[config.mk]
export PLATFORM = sky130hd
export DESIGN_NAME = ria_alias_remap
export DESIGN_NICKNAME = d
export VERILOG_FILES = /design/src/ria_slot_match.v /design/src/ria_alias_remap.v
export VERILOG_INCLUDE_DIRS = /design/src
export SDC_FILE = /design/constraint.sdc
export NUM_CORES = 1
export LEC_CHECK = 0
export ABC_AREA = 0
export ABC_CLOCK_PERIOD_IN_PS = 6100
export BUFFER_PORTS_ARGS = -buffer_cell sky130_fd_sc_hd__buf_2
export CAP_MARGIN = 20
export CORE_AREA = 2 2 106 108
export CTS_BUF_LIST = sky130_fd_sc_hd__clkbuf_2
export DETAILED_ROUTE_END_ITERATION = 8
export DIE_AREA = 0 0 108 110
export PLACE_DENSITY_LB_ADDON = 0.08
export RECOVER_POWER = 50
export SLEW_MARGIN = 20
export SYNTH_ARGS = -nofsm -noshare
export SYNTH_HDL_FRONTEND = slang
export SYNTH_SLANG_ARGS = --single-unit
[constraint.sdc]
create_clock -name core_clk -period 6.1 [get_ports core_clk]
set_input_delay 1.22 -clock core_clk [delete_from_list [all_inputs] [get_ports core_clk]]
set_output_delay 1.22 -clock core_clk [all_outputs]
set_load 0.05 [all_outputs]
[src/ria_consts.vh]
// Purpose: Shared constants for the remote I2C alias remap block
// Assumes: Register indices; byte address on the bus is four times the index
// Notes:   Definitions only
`ifndef RIA_CONSTS_VH
`define RIA_CONSTS_VH

`define RIA_ADDR_W        12
`define RIA_IDX_HI        9
`define RIA_IDX_LO        2
`define RIA_TOP_HI        11
`define RIA_TOP_LO        10
`define RIA_TOP_ZERO      2'h0

// Register indices
`define RIA_IDX_PATH1     8'h59
`define RIA_IDX_PATH2     8'h5A
`define RIA_IDX_SERADDR   8'h5B
`define RIA_IDX_SERALIAS  8'h5C
`define RIA_IDX_NODE0     8'h5D
`define RIA_IDX_NODE1     8'h5E
`define RIA_IDX_NODE2     8'h5F
`define RIA_IDX_NALIAS0   8'h70
`define RIA_IDX_NALIAS1   8'h71
`define RIA_IDX_NALIAS2   8'h72

// Reset values
`define RIA_RST_REG       8'h00
`define RIA_RST_ADDR7     7'h00

// Field positions
`define RIA_OVR_BIT       7
`define RIA_GPIO_HI       1
`define RIA_GPIO_LO       0
`define RIA_HOLD_BIT      0
`define RIA_AUTOACK_BIT   0
`define RIA_ID_HI         7
`define RIA_ID_LO         1
`define RIA_PATH1_MASK    8'h83
`define RIA_ID_MASK       8'hFE

// Bus answers
`define RIA_RESP_OKAY     2'h0
`define RIA_RESP_SLVERR   2'h2

// Decoder slots: slot 0 is the serializer itself, 1..3 are remote nodes
`define RIA_NSLOT         4
`define RIA_NO_ALIAS      7'h00

`endif

[src/ria_slot_match.v]
// Purpose: One alias decoder slot: compare an address with an alias
// Assumes: All inputs on core_clk, purely combinational
// Notes:   A zero alias never matches
`default_nettype none
`include "ria_consts.vh"

module ria_slot_match (
    // Programmed alias and physical address
    input  wire [6:0] aliasAddr,
    input  wire [6:0] physAddr,
    // Incoming local address
    input  wire [6:0] reqAddr,
    // Decode result
    output wire       hit,
    output wire [6:0] mapAddr
);

    // Zero alias means the decoder is off, so address 0 is never captured
    assign hit     = (aliasAddr != `RIA_NO_ALIAS) && (reqAddr == aliasAddr);
    assign mapAddr = physAddr;

endmodule
`default_nettype wire

[src/ria_alias_remap.v]
// Purpose: Alias decode and address remap for the control-channel bridge
// Assumes: Forward-channel and I2C request inputs come from logic on core_clk
// Notes:   Registers reached over AXI4-Lite, one 8-bit register per word
//
// How it works
// - Forward channel fills path control two
// - Local path control two writes need override set; path control one writes always land
// - Override stops forward loading, keeps local values
// - Serializer address auto-loads into bits 7:1
// - Hold bit freezes serializer address at written value
// - Compare local address with serializer alias
// - Matching transaction gets physical address substituted
// - Zero alias disables that decoder
// - Auto-ack bit acknowledges writes to serializer
// - Auto-ack ignores lock and remote acknowledge
// - Three node slots hold physical addresses
// - Node alias match remaps to node address
`default_nettype none
`include "ria_consts.vh"

module ria_alias_remap (
    // Clock and reset
    input  wire                     core_clk,
    input  wire                     srst,
    // AXI4-Lite write address
    input  wire [`RIA_ADDR_W-1:0]   s_axi_awaddr,
    input  wire                     s_axi_awvalid,
    output wire                     s_axi_awready,
    // AXI4-Lite write data
    input  wire [31:0]              s_axi_wdata,
    input  wire [3:0]               s_axi_wstrb,
    input  wire                     s_axi_wvalid,
    output wire                     s_axi_wready,
    // AXI4-Lite write response
    output reg  [1:0]               s_axi_bresp,
    output reg                      s_axi_bvalid,
    input  wire                     s_axi_bready,
    // AXI4-Lite read address
    input  wire [`RIA_ADDR_W-1:0]   s_axi_araddr,
    input  wire                     s_axi_arvalid,
    output wire                     s_axi_arready,
    // AXI4-Lite read data
    output reg  [31:0]              s_axi_rdata,
    output reg  [1:0]               s_axi_rresp,
    output reg                      s_axi_rvalid,
    input  wire                     s_axi_rready,
    // Configuration received over the forward channel
    input  wire                     fcCfgValid,
    input  wire [7:0]               fcCfgData,
    input  wire [1:0]               fcGpioEn,
    input  wire                     fcSerAddrValid,
    input  wire [6:0]               fcSerAddr,
    input  wire                     fcLocked,
    // Local I2C address phase
    input  wire                     reqValid,
    input  wire [6:0]               reqAddr,
    input  wire                     reqRead,
    // Remapped transaction toward the control channel
    output reg                      fwdValid,
    output reg                      fwdHit,
    output reg  [6:0]               fwdAddr,
    output reg                      fwdRead,
    output reg  [1:0]               fwdSlot,
    output reg                      fwdAutoAck,
    // Acknowledge returned by the remote side and given to the local side
    input  wire                     remAckValid,
    input  wire                     remAck,
    output reg                      localAckValid,
    output reg                      localAck
);

    // Register storage
    reg  [7:0] pathControlOne;
    reg  [7:0] pathControlTwo;
    reg  [7:0] remoteSerAddress;
    reg  [7:0] remoteSerAlias;
    reg  [7:0] nodeAddr  [0:2];
    reg  [7:0] nodeAlias [0:2];

    // Write channel holding state
    reg                     awHeld;
    reg  [`RIA_ADDR_W-1:0]  awAddrHeld;
    reg                     wHeld;
    reg  [7:0]              wDataHeld;
    reg                     wLaneHeld;

    // Last transaction's auto-ack decision, used when the remote answers
    reg                     lastAuto;

    // Derived control bits
    wire forwardCfgOverride = pathControlOne[`RIA_OVR_BIT];
    wire holdRemoteAddress  = remoteSerAddress[`RIA_HOLD_BIT];
    wire remoteWriteAutoack = remoteSerAlias[`RIA_AUTOACK_BIT];

    // Turn a bus address into a register index; top bits are not checked here
    function [7:0] regIndex;
        input [`RIA_ADDR_W-1:0] addr;
        begin
            regIndex = addr[`RIA_IDX_HI:`RIA_IDX_LO];
        end
    endfunction

    // True when the address hits a register; shared by read and write paths
    function isMapped;
        input [`RIA_ADDR_W-1:0] addr;
        reg   [7:0]             idx;
        begin
            idx = addr[`RIA_IDX_HI:`RIA_IDX_LO];
            isMapped = 1'b0;
            if (addr[`RIA_TOP_HI:`RIA_TOP_LO] == `RIA_TOP_ZERO) begin
                case (idx)
                    `RIA_IDX_PATH1, `RIA_IDX_PATH2, `RIA_IDX_SERADDR,
                    `RIA_IDX_SERALIAS, `RIA_IDX_NODE0, `RIA_IDX_NODE1,
                    `RIA_IDX_NODE2, `RIA_IDX_NALIAS0, `RIA_IDX_NALIAS1,
                    `RIA_IDX_NALIAS2: begin
                        isMapped = 1'b1;
                    end
                    default: begin
                        isMapped = 1'b0;
                    end
                endcase
            end
        end
    endfunction

    // Address and data may arrive in either order; each is held once taken
    assign s_axi_awready = ~awHeld & ~s_axi_bvalid;
    assign s_axi_wready  = ~wHeld & ~s_axi_bvalid;
    assign s_axi_arready = ~s_axi_rvalid;

    wire awTake = s_axi_awvalid & s_axi_awready;
    wire wTake  = s_axi_wvalid & s_axi_wready;
    wire haveAw = awHeld | awTake;
    wire haveW  = wHeld | wTake;
    wire doWrite = haveAw & haveW;

    wire [`RIA_ADDR_W-1:0] wrAddr = awHeld ? awAddrHeld : s_axi_awaddr;
    wire [7:0]             wrData = wHeld ? wDataHeld : s_axi_wdata[7:0];
    wire                   wrLane = wHeld ? wLaneHeld : s_axi_wstrb[0];
    wire [7:0]             wrIdx  = regIndex(wrAddr);
    wire                   wrOk   = isMapped(wrAddr);
    wire                   wrEn   = doWrite & wrOk & wrLane;

    // Write handshake bookkeeping and response
    always @(posedge core_clk) begin
        if (srst) begin
            awHeld       <= 1'b0;
            awAddrHeld   <= {`RIA_ADDR_W{1'b0}};
            wHeld        <= 1'b0;
            wDataHeld    <= `RIA_RST_REG;
            wLaneHeld    <= 1'b0;
            s_axi_bvalid <= 1'b0;
            s_axi_bresp  <= `RIA_RESP_OKAY;
        end else begin
            if (doWrite) begin
                awHeld       <= 1'b0;
                wHeld        <= 1'b0;
                s_axi_bvalid <= 1'b1;
                s_axi_bresp  <= wrOk ? `RIA_RESP_OKAY : `RIA_RESP_SLVERR;
            end else begin
                if (awTake) begin
                    awHeld     <= 1'b1;
                    awAddrHeld <= s_axi_awaddr;
                end
                if (wTake) begin
                    wHeld     <= 1'b1;
                    wDataHeld <= s_axi_wdata[7:0];
                    wLaneHeld <= s_axi_wstrb[0];
                end
                if (s_axi_bvalid && s_axi_bready) begin
                    s_axi_bvalid <= 1'b0;
                end
            end
        end
    end

    // Path control registers: forward loading unless software has taken over
    always @(posedge core_clk) begin
        if (srst) begin
            pathControlOne <= `RIA_RST_REG;
            pathControlTwo <= `RIA_RST_REG;
        end else begin
            if (wrEn && wrIdx == `RIA_IDX_PATH1) begin
                pathControlOne <= wrData & `RIA_PATH1_MASK;
            end else if (fcCfgValid && !forwardCfgOverride) begin
                pathControlOne[`RIA_GPIO_HI:`RIA_GPIO_LO] <= fcGpioEn;
            end
            // Local write wins only under override; otherwise forward data rules
            if (wrEn && wrIdx == `RIA_IDX_PATH2 && forwardCfgOverride) begin
                pathControlTwo <= wrData;
            end else if (fcCfgValid && !forwardCfgOverride) begin
                pathControlTwo <= fcCfgData;
            end
        end
    end

    // Serializer address: write always lands, auto-load only when not held
    always @(posedge core_clk) begin
        if (srst) begin
            remoteSerAddress <= `RIA_RST_REG;
        end else if (wrEn && wrIdx == `RIA_IDX_SERADDR) begin
            remoteSerAddress <= wrData;
        end else if (fcSerAddrValid && !holdRemoteAddress) begin
            remoteSerAddress[`RIA_ID_HI:`RIA_ID_LO] <= fcSerAddr;
        end
    end

    // Serializer alias and auto-ack bit
    always @(posedge core_clk) begin
        if (srst) begin
            remoteSerAlias <= `RIA_RST_REG;
        end else if (wrEn && wrIdx == `RIA_IDX_SERALIAS) begin
            remoteSerAlias <= wrData;
        end
    end

    // Node physical addresses and aliases, one pair per slot
    genvar n;
    generate
        for (n = 0; n < 3; n = n + 1) begin : gNode
            always @(posedge core_clk) begin
                if (srst) begin
                    nodeAddr[n]  <= `RIA_RST_REG;
                    nodeAlias[n] <= `RIA_RST_REG;
                end else if (wrEn) begin
                    if (wrIdx == `RIA_IDX_NODE0 + n) begin
                        nodeAddr[n] <= wrData & `RIA_ID_MASK;
                    end
                    if (wrIdx == `RIA_IDX_NALIAS0 + n) begin
                        nodeAlias[n] <= wrData & `RIA_ID_MASK;
                    end
                end
            end
        end
    endgenerate

    // Read data selection
    reg  [7:0] rdByte;
    wire [7:0] rdIdx = regIndex(s_axi_araddr);
    always @* begin
        case (rdIdx)
            `RIA_IDX_PATH1:    rdByte = pathControlOne;
            `RIA_IDX_PATH2:    rdByte = pathControlTwo;
            `RIA_IDX_SERADDR:  rdByte = remoteSerAddress;
            `RIA_IDX_SERALIAS: rdByte = remoteSerAlias;
            `RIA_IDX_NODE0:    rdByte = nodeAddr[0];
            `RIA_IDX_NODE1:    rdByte = nodeAddr[1];
            `RIA_IDX_NODE2:    rdByte = nodeAddr[2];
            `RIA_IDX_NALIAS0:  rdByte = nodeAlias[0];
            `RIA_IDX_NALIAS1:  rdByte = nodeAlias[1];
            `RIA_IDX_NALIAS2:  rdByte = nodeAlias[2];
            default:           rdByte = `RIA_RST_REG;
        endcase
    end

    // Read answer one cycle after the address is taken; unmapped reads zero
    always @(posedge core_clk) begin
        if (srst) begin
            s_axi_rvalid <= 1'b0;
            s_axi_rdata  <= 32'h00000000;
            s_axi_rresp  <= `RIA_RESP_OKAY;
        end else if (s_axi_arvalid && s_axi_arready) begin
            s_axi_rvalid <= 1'b1;
            if (isMapped(s_axi_araddr)) begin
                s_axi_rdata <= {24'h000000, rdByte};
                s_axi_rresp <= `RIA_RESP_OKAY;
            end else begin
                s_axi_rdata <= 32'h00000000;
                s_axi_rresp <= `RIA_RESP_SLVERR;
            end
        end else if (s_axi_rvalid && s_axi_rready) begin
            s_axi_rvalid <= 1'b0;
        end
    end

    // Decoder slots: slot 0 is the serializer, 1..3 the remote nodes
    wire [6:0] slotAlias [0:`RIA_NSLOT-1];
    wire [6:0] slotPhys  [0:`RIA_NSLOT-1];
    wire [6:0] slotMap   [0:`RIA_NSLOT-1];
    wire [`RIA_NSLOT-1:0] slotHit;

    assign slotAlias[0] = remoteSerAlias[`RIA_ID_HI:`RIA_ID_LO];
    assign slotPhys[0]  = remoteSerAddress[`RIA_ID_HI:`RIA_ID_LO];

    genvar s;
    generate
        for (s = 1; s < `RIA_NSLOT; s = s + 1) begin : gSlotCfg
            assign slotAlias[s] = nodeAlias[s-1][`RIA_ID_HI:`RIA_ID_LO];
            assign slotPhys[s]  = nodeAddr[s-1][`RIA_ID_HI:`RIA_ID_LO];
        end
        for (s = 0; s < `RIA_NSLOT; s = s + 1) begin : gSlot
            ria_slot_match uMatch (
                .aliasAddr (slotAlias[s]),
                .physAddr  (slotPhys[s]),
                .reqAddr   (reqAddr),
                .hit       (slotHit[s]),
                .mapAddr   (slotMap[s])
            );
        end
    endgenerate

    // Fixed priority: serializer first, then nodes in order, so overlap is benign
    reg        next_hit;
    reg [1:0]  next_slot;
    reg [6:0]  next_addr;
    always @* begin
        next_hit  = 1'b0;
        next_slot = 2'h0;
        next_addr = reqAddr;
        if (slotHit[0]) begin
            next_hit  = 1'b1;
            next_slot = 2'h0;
            next_addr = slotMap[0];
        end else if (slotHit[1]) begin
            next_hit  = 1'b1;
            next_slot = 2'h1;
            next_addr = slotMap[1];
        end else if (slotHit[2]) begin
            next_hit  = 1'b1;
            next_slot = 2'h2;
            next_addr = slotMap[2];
        end else if (slotHit[3]) begin
            next_hit  = 1'b1;
            next_slot = 2'h3;
            next_addr = slotMap[3];
        end
    end

    // Auto-ack applies only to writes aimed at the serializer alias
    wire autoNow = slotHit[0] & ~reqRead & remoteWriteAutoack;

    // Registered decode result; a miss is forwarded with fwdHit low and the address unchanged
    always @(posedge core_clk) begin
        if (srst) begin
            fwdValid   <= 1'b0;
            fwdHit     <= 1'b0;
            fwdAddr    <= `RIA_RST_ADDR7;
            fwdRead    <= 1'b0;
            fwdSlot    <= 2'h0;
            fwdAutoAck <= 1'b0;
            lastAuto   <= 1'b0;
        end else begin
            fwdValid <= reqValid;
            if (reqValid) begin
                fwdHit     <= next_hit;
                fwdAddr    <= next_addr;
                fwdRead    <= reqRead;
                fwdSlot    <= next_slot;
                fwdAutoAck <= autoNow;
                lastAuto   <= autoNow;
            end
        end
    end

    // Local acknowledge: forced high under auto-ack, else remote ack when locked
    always @(posedge core_clk) begin
        if (srst) begin
            localAckValid <= 1'b0;
            localAck      <= 1'b0;
        end else begin
            localAckValid <= remAckValid;
            if (remAckValid) begin
                localAck <= lastAuto | (fcLocked & remAck);
            end
        end
    end

endmodule
`default_nettype wire

After elaboration in Yosys (flattened, before gate mapping)
Memory sizes are Yosys's and may differ from the RTL's.
Cells that the tools add are included.
{ "op_classes": {"n_eq_ne": 24, "n_mux": 67, "bitwise": 25, "n_reduce_logical": 32} }
{ "ops": {"columns": ["op", "n"], "rows": [
  ["== test 8 x 7 -> 1 bit, second input constant", 20],
  ["2-to-1 mux 7 bit", 12],
  ["one-hot mux 8 bit (10 select lines)", 1],
  ["2-to-1 mux 1 bit", 41],
  ["2-to-1 mux 8 bit", 4],
  ["== test 7 bit", 4],
  ["nonzero test 7 bit", 4],
  ["OR reduction 10 bit", 2],
  ["2-to-1 mux 2 bit", 8],
  ["logical AND 1 bit", 14],
  ["2-to-1 mux 12 bit", 1],
  ["bitwise AND 1 bit", 10],
  ["nonzero test 2 bit", 5],
  ["OR 1 bit", 9],
  ["NOT 1 bit", 6],
  ["logical NOT 2 bit", 2],
  ["AND reduction 2 bit", 2],
  ["logical NOT 1 bit", 2],
  ["OR reduction 2 bit", 1]
]} }
{ "totals": {"regBits": 103, "ramBits": 42, "in_bits": 98, "output_inout_bits": 56, "word_cells": 174, "memories": 2} }
{ "mem_list": {"columns": ["memory", "words", "width", "rd", "rd_ports_with_merged_regs", "write_ports", "line_no", "text"], "rows": [
  ["nodeAddr", 3, 7, 3, 0, 3, "ria_alias_remap.v:77", "reg [7:0] nodeAddr [0:2];"],
  ["nodeAlias", 3, 7, 3, 0, 3, "ria_alias_remap.v:78", "reg [7:0] nodeAlias [0:2];"]
]} }

Longest topological paths before layout
{ "logic_depth": {"word_depth": 11, "ltp_mapped": 8, "mapped_depth_nobuf": 5} }

Modules after synthesis
From an unflattened synthesis, not the netlist that was laid out.
{ "hier_totals": {"hier_cells": 707, "hier_area_um2": 6668.9} }
{ "modules_own_cells": {"columns": ["module", "instances", "cells_per_inst", "area_each_um2", "seq_area_each_um2"], "rows": [
  ["ria_alias_remap", 1, 631, 6073.3, 2762.6],
  ["ria_slot_match", 4, 19, 148.9, 0.0]
]} }

Least setup slack after synthesis
OpenSTA, ideal clock, no wires.
{ "synth_path": {"path_type": "input to register", "start": "in s_axi_awaddr[11]", "end": "mem nodeAddr[2][0] (netlist bit), enable pin", "setup_ns": 0.321, "t_arrival_ns": 2.844, "t_required_ns": 5.779, "slack_ns": 2.935, "path_stages": 5, "path_buffers": 0, "path_cell_list": "or3_1 -> a222oi_1 -> and2_1 -> and2_1 -> a21o_1"} }
{ "synth_lines": {"columns": ["item", "line_no", "text"], "rows": [
  ["from (decl)", "ria_alias_remap.v:26", "input wire [`RIA_ADDR_W-1:0] s_axi_awaddr,"],
  ["to (decl)", "ria_alias_remap.v:77", null]
]} }

Worst setup path in the final report
{ "layout_path": {"start": "in s_axi_araddr[3]", "end": "reg s_axi_rdata[2]"} }
{ "layout_between": {"elab_chain_cells": 7, "elab_cells_between_ends": 17, "classes_between": "eq/ne (10); mux (6); reduce/logical (1)"} }
{ "layout_rtl": {"columns": ["item", "line_no", "text"], "rows": [
  ["from (decl)", "ria_alias_remap.v:39", "input wire [`RIA_ADDR_W-1:0] s_axi_araddr,"],
  ["== test 8 x 7 -> 1 bit", "ria_alias_remap.v:111, ria_alias_remap.v:241", null],
  ["OR reduction 10 bit", "ria_alias_remap.v:111", "case (idx)"],
  ["2-to-1 mux 1 bit", "ria_alias_remap.v:111", null],
  ["2-to-1 mux 1 bit", "ria_alias_remap.v:110", "if (addr[`RIA_TOP_HI:`RIA_TOP_LO] == `RIA_TOP_ZERO) begin"],
  ["2-to-1 mux 1 bit", "ria_alias_remap.v:262", "end else if (s_axi_arvalid && s_axi_arready) begin"],
  ["2-to-1 mux 1 bit", "ria_alias_remap.v:258", "if (srst) begin"],
  ["2-to-1 mux 8 bit (*)", "ria_alias_remap.v:264", "if (isMapped(s_axi_araddr)) begin"],
  ["to (signal assigned)", "ria_alias_remap.v:265", "s_axi_rdata <= {24'h000000, rdByte};"],
  ["to (decl)", "ria_alias_remap.v:43", "output reg [31:0] s_axi_rdata,"]
]} }
Mark *: on every way between the ends. The rest lies on a longest branch, timed or not. The select of a mux whose other input is x is not followed.
A chain may end at the register's enable or synchronous reset.

==> results.txt <==
status -> finished, final reports clean
routed wire length per instance -> 18.6 um
WP buf/inv -> 1
fin nets -> 844
post-route insts no fill -> 899
root buf cell -> clkbuf_2
Synth Flop Type -> dfxtp_1
PortBufs -> 96
DR iter-0 viols -> 324
# H-tree levels -> 4
Clock Path Buffers -> 2
maximum vdd drop -> 163 uV
fill cell count -> 919
Rows -> 38
flops & latches, synth -> 117
initial antenna violation count -> 0
maxcap violations -> 0
clock-pin slew on the worst setup and hold paths -> 210 ps
Final min period -> 3320 ps
syn_area_per_cell -> 9.49 um2
slew at the pin closest to its max-slew limit -> 1360 ps
Die Wd -> 108 um
vias in the first global route -> 4,929
crit path launch type -> primary input
Final Hold Fails -> 0
WS Path Type -> primary input to flip-flop
worst reg-to-reg path cell count -> 6
Syn Inst Count -> 666
layout cells sized above 1 -> 15.5%
Peak Freq -> 301 MHz
Comb pwr share -> 16.6%
Post-synth EDFFs -> 42
first-pass GRT wire length -> 26.2 mm
critical register-to-register path endpoint -> remoteSerAddress[4]$_SDFFE_PP0P_
Pre-antenna DRT Iters -> 5
cts bufs inserted -> 17
Worst-Skew Late Latency -> 670 ps
Hold WC Path Type -> flip-flop to flip-flop
Worst Hold Depth -> 2
number of placed cells counting well taps -> 867
CP max-delay cell -> clkbuf_1
cts hold-fix bufs -> 0
headroom to the max-slew limit -> 9.47%
Inserted Diodes -> 0
vias per cell -> 6.01
CP Cell Sequence -> clkbuf_1 > nor2b_1 > and2_0 > a222oi_1 > o22ai_1 > a22o_1
Internal -> 1240 uW
Hold Path End -> s_axi_rdata[0]$_SDFFE_PP0P_
clk_skew -> 32.0 ps
CP Depth -> 6
Global Route Usage Sum -> 29.1%
setup violators final -> 0
share of the synthesized area in the top cell type -> 23.7%
post-CTS sizing -> 0
LEAKAGE -> 0.00296 uW
Initial Utilization -> 59.1%
Top delay family on crit path -> compound AO/OA/AOI/OAI gates
RePlAce Congestion -> 0.934
# DRC -> 0
pwr dens -> 256 nW/um2
final slew viol count -> 0
yosys warns -> 0
Clock Power Share -> 34.6%
Fin Setup TNS -> 0 ps
critical path data required time -> 6700 ps
P&R area growth vs syn -> 10.8%
cell taking the most area after synthesis -> dfxtp_1
die area -> 11,900 um2
Area contributors post-synth -> dfxtp_1 (24%), edfxtp_1 (20%), mux2i_1 (8.7%)
Max stage delay on crit path -> 970 ps
post-synthesis cell area -> 6320 um2
Die Span Y -> 110 um
Crit Path Max Fanout -> 23
part of the power in registers -> 48.8%
io pins -> 154
Post-DRT Antenna Nets -> 0
critical path capture point type -> flip-flop
Seq/Total Area, Yosys -> 43.7%
Async S/R FF share, synth -> 0%
RSZ-0062 raised after global routing -> false
Core Area -> 10,700 um2
largest net degree at the start of global routing -> 64
crit path DAT -> 3920 ps
total power -> 1790 uW
TritonCTS Sinks -> 117
Net Sw Frac -> 30.7%
total number of vias -> 5,403
FF-to-FF setup slack -> 3200 ps
Routed WL -> 16.8 mm
Post-DP HPWL -> 12.6 mm
P_sw -> 551 uW
gr ovfl total -> 0
Final period util -> 54.4%
Worst R2R Start -> awHeld$_SDFFE_PP0P_
Synth cell types -> 61
hold_sp -> s_axi_rdata[0]$_SDFFE_PP0P_
CTS tree -> done
Post-CTS Setup Bufs -> 0
-- final cells by class --
cell class              instances  area (um2)  share of cell area, %
repair buffers                101         478                   6.82
multi-input cells             487        3210                   45.8
clock inverters                14         206                   2.95
inverters                      22        82.6                   1.18
well taps                     140         175                   2.50
clock buffers                  18        90.1                   1.29
flip-flops and latches        117        2760                   39.4
-- cells in the mapped netlist (9+ instances only) --
library cell and instances:
a211oi_1 32, nand3_1 15, nor2_1 102, nand2_1 15, edfxtp_1 42, dfxtp_1 75
a21oi_1 20, nor2b_1 16, clkbuf_1 27, o32ai_1 11, xor2_1 28, a22o_1 12
nor4_1 11, o21ai_0 17, nor3_1 13, nand4_1 9, nand2b_1 9, mux2i_1 55
inv_1 21, buf_4 27
-- power by group through the flow --
| stage | registers, uW | clock network [uW] | logic [uW] |
|---|---|---|---|
| final | 874 | 621 | 297 |
| after global routing | 879 | 660 | 320 |
| after CTS | 873 | 628 | 297 |
| after detailed placement | 890 | 0 | 296 |
| after global placement | 888 | 0 | 292 |
| after floorplan | 906 | 0 | 207 |
-- layout by cell type (no fill, tap or decap), types with 7 or more instances in the layout --
cell type / n
buf_2: 67
nor2_1: 102
nand3_1: 15
a211oi_1: 32
mux2i_1: 52
xor2_1: 28
inv_1: 21
o32ai_1: 11
o21ai_0: 17
nor4_1: 11
nor2b_1: 16
nand3b_1: 7
edfxtp_1: 42
conb_1: 26
o22ai_1: 7
and2b_1: 7
nand4_1: 9
a21oi_1: 20
dfxtp_1: 75
nor3_1: 13
clkbuf_1: 30
clkbuf_2: 18
nand2_1: 15
nand2b_1: 9
and4_1: 7
a22o_1: 12
-- per-stage QoR --
| step | utilization [%] | hold WS (ps) | cell area [um2] | worst slack (ps) |
|---|---|---|---|---|
| 4_1_cts | 65.8 | 476 | 7040 | 3100 |
| 2_1_floorplan | - | 454 | 6420 | 2930 |
| 3_5_place_dp | 63.1 | 454 | 6750 | 2600 |
| 5_1_grt | 65.5 | 503 | 7000 | 2760 |
| 6_report | 65.5 | 480 | 7000 | 2780 |
| 3_3_place_gp | 63.1 | 444 | 6750 | 2690 |
-- worst reg2reg max path: stages, from the launching register on --
cell and delay [ps]:
dfxtp_1 680, or3b_1 390, a222oi_1 280, clkbuf_1 270, o2111ai_1 660, and2b_1 430
a211oi_1 50
-- cells by family (layout without fill, tap and decap cells) --
group / after synthesis / count (layout) / synth area share [%]
xor gates and xnor gates: 28 / 28 / 3.88
muxes: 61 / 61 / 10.2
DFF: 117 / 117 / 43.7
AOI/OAI and AO/OA: 141 / 141 / 16.6
other: 1 / 26 / 0.0593
and+or+nand+nor: 231 / 231 / 18.5
buffers and inverters: 87 / 155 / 7.06
-- sequential cells by signal (all words and copies together), names as in the netlist, 2 cells and up --
signal and flops:
pathControlTwo 8, fwdSlot 2, nodeAlias 21, pathControlOne 3, s_axi_rdata 8, awAddrHeld 10
fwdAddr 7, wDataHeld 8, remoteSerAddress 8, nodeAddr 21, remoteSerAlias 8
-- worst max-delay path by stage --
stage                                  start                               end  slack (ps)
after CTS                 wHeld$_SDFFE_PP0P_                      s_axi_wready        3100
after floorplan             s_axi_awaddr[11]      nodeAddr[2][0]$_SDFFCE_PN0P_        2930
final                        s_axi_araddr[3]       s_axi_rdata[2]$_SDFFE_PP0P_        2780
after global placement       s_axi_awaddr[9]  remoteSerAddress[1]$_SDFFE_PP0P_        2690
after global routing         s_axi_araddr[3]       s_axi_rdata[5]$_SDFFE_PP0P_        2760
after detailed placement     s_axi_awaddr[9]  remoteSerAddress[4]$_SDFFE_PP0P_        2600
-- routing by layer --
layer | vias to the layer above | global-route usage, % | part of all wire, %
met5 | - | 0 | 0
met4 | 0 | 12.1 | 2.7
met3 | 33 | 6.76 | 7.2
met2 | 264 | 47.7 | 48
met1 | 2538 | 37.4 | 42
li1 | 2568 | - | -
(Power assumes the default switching activity.)
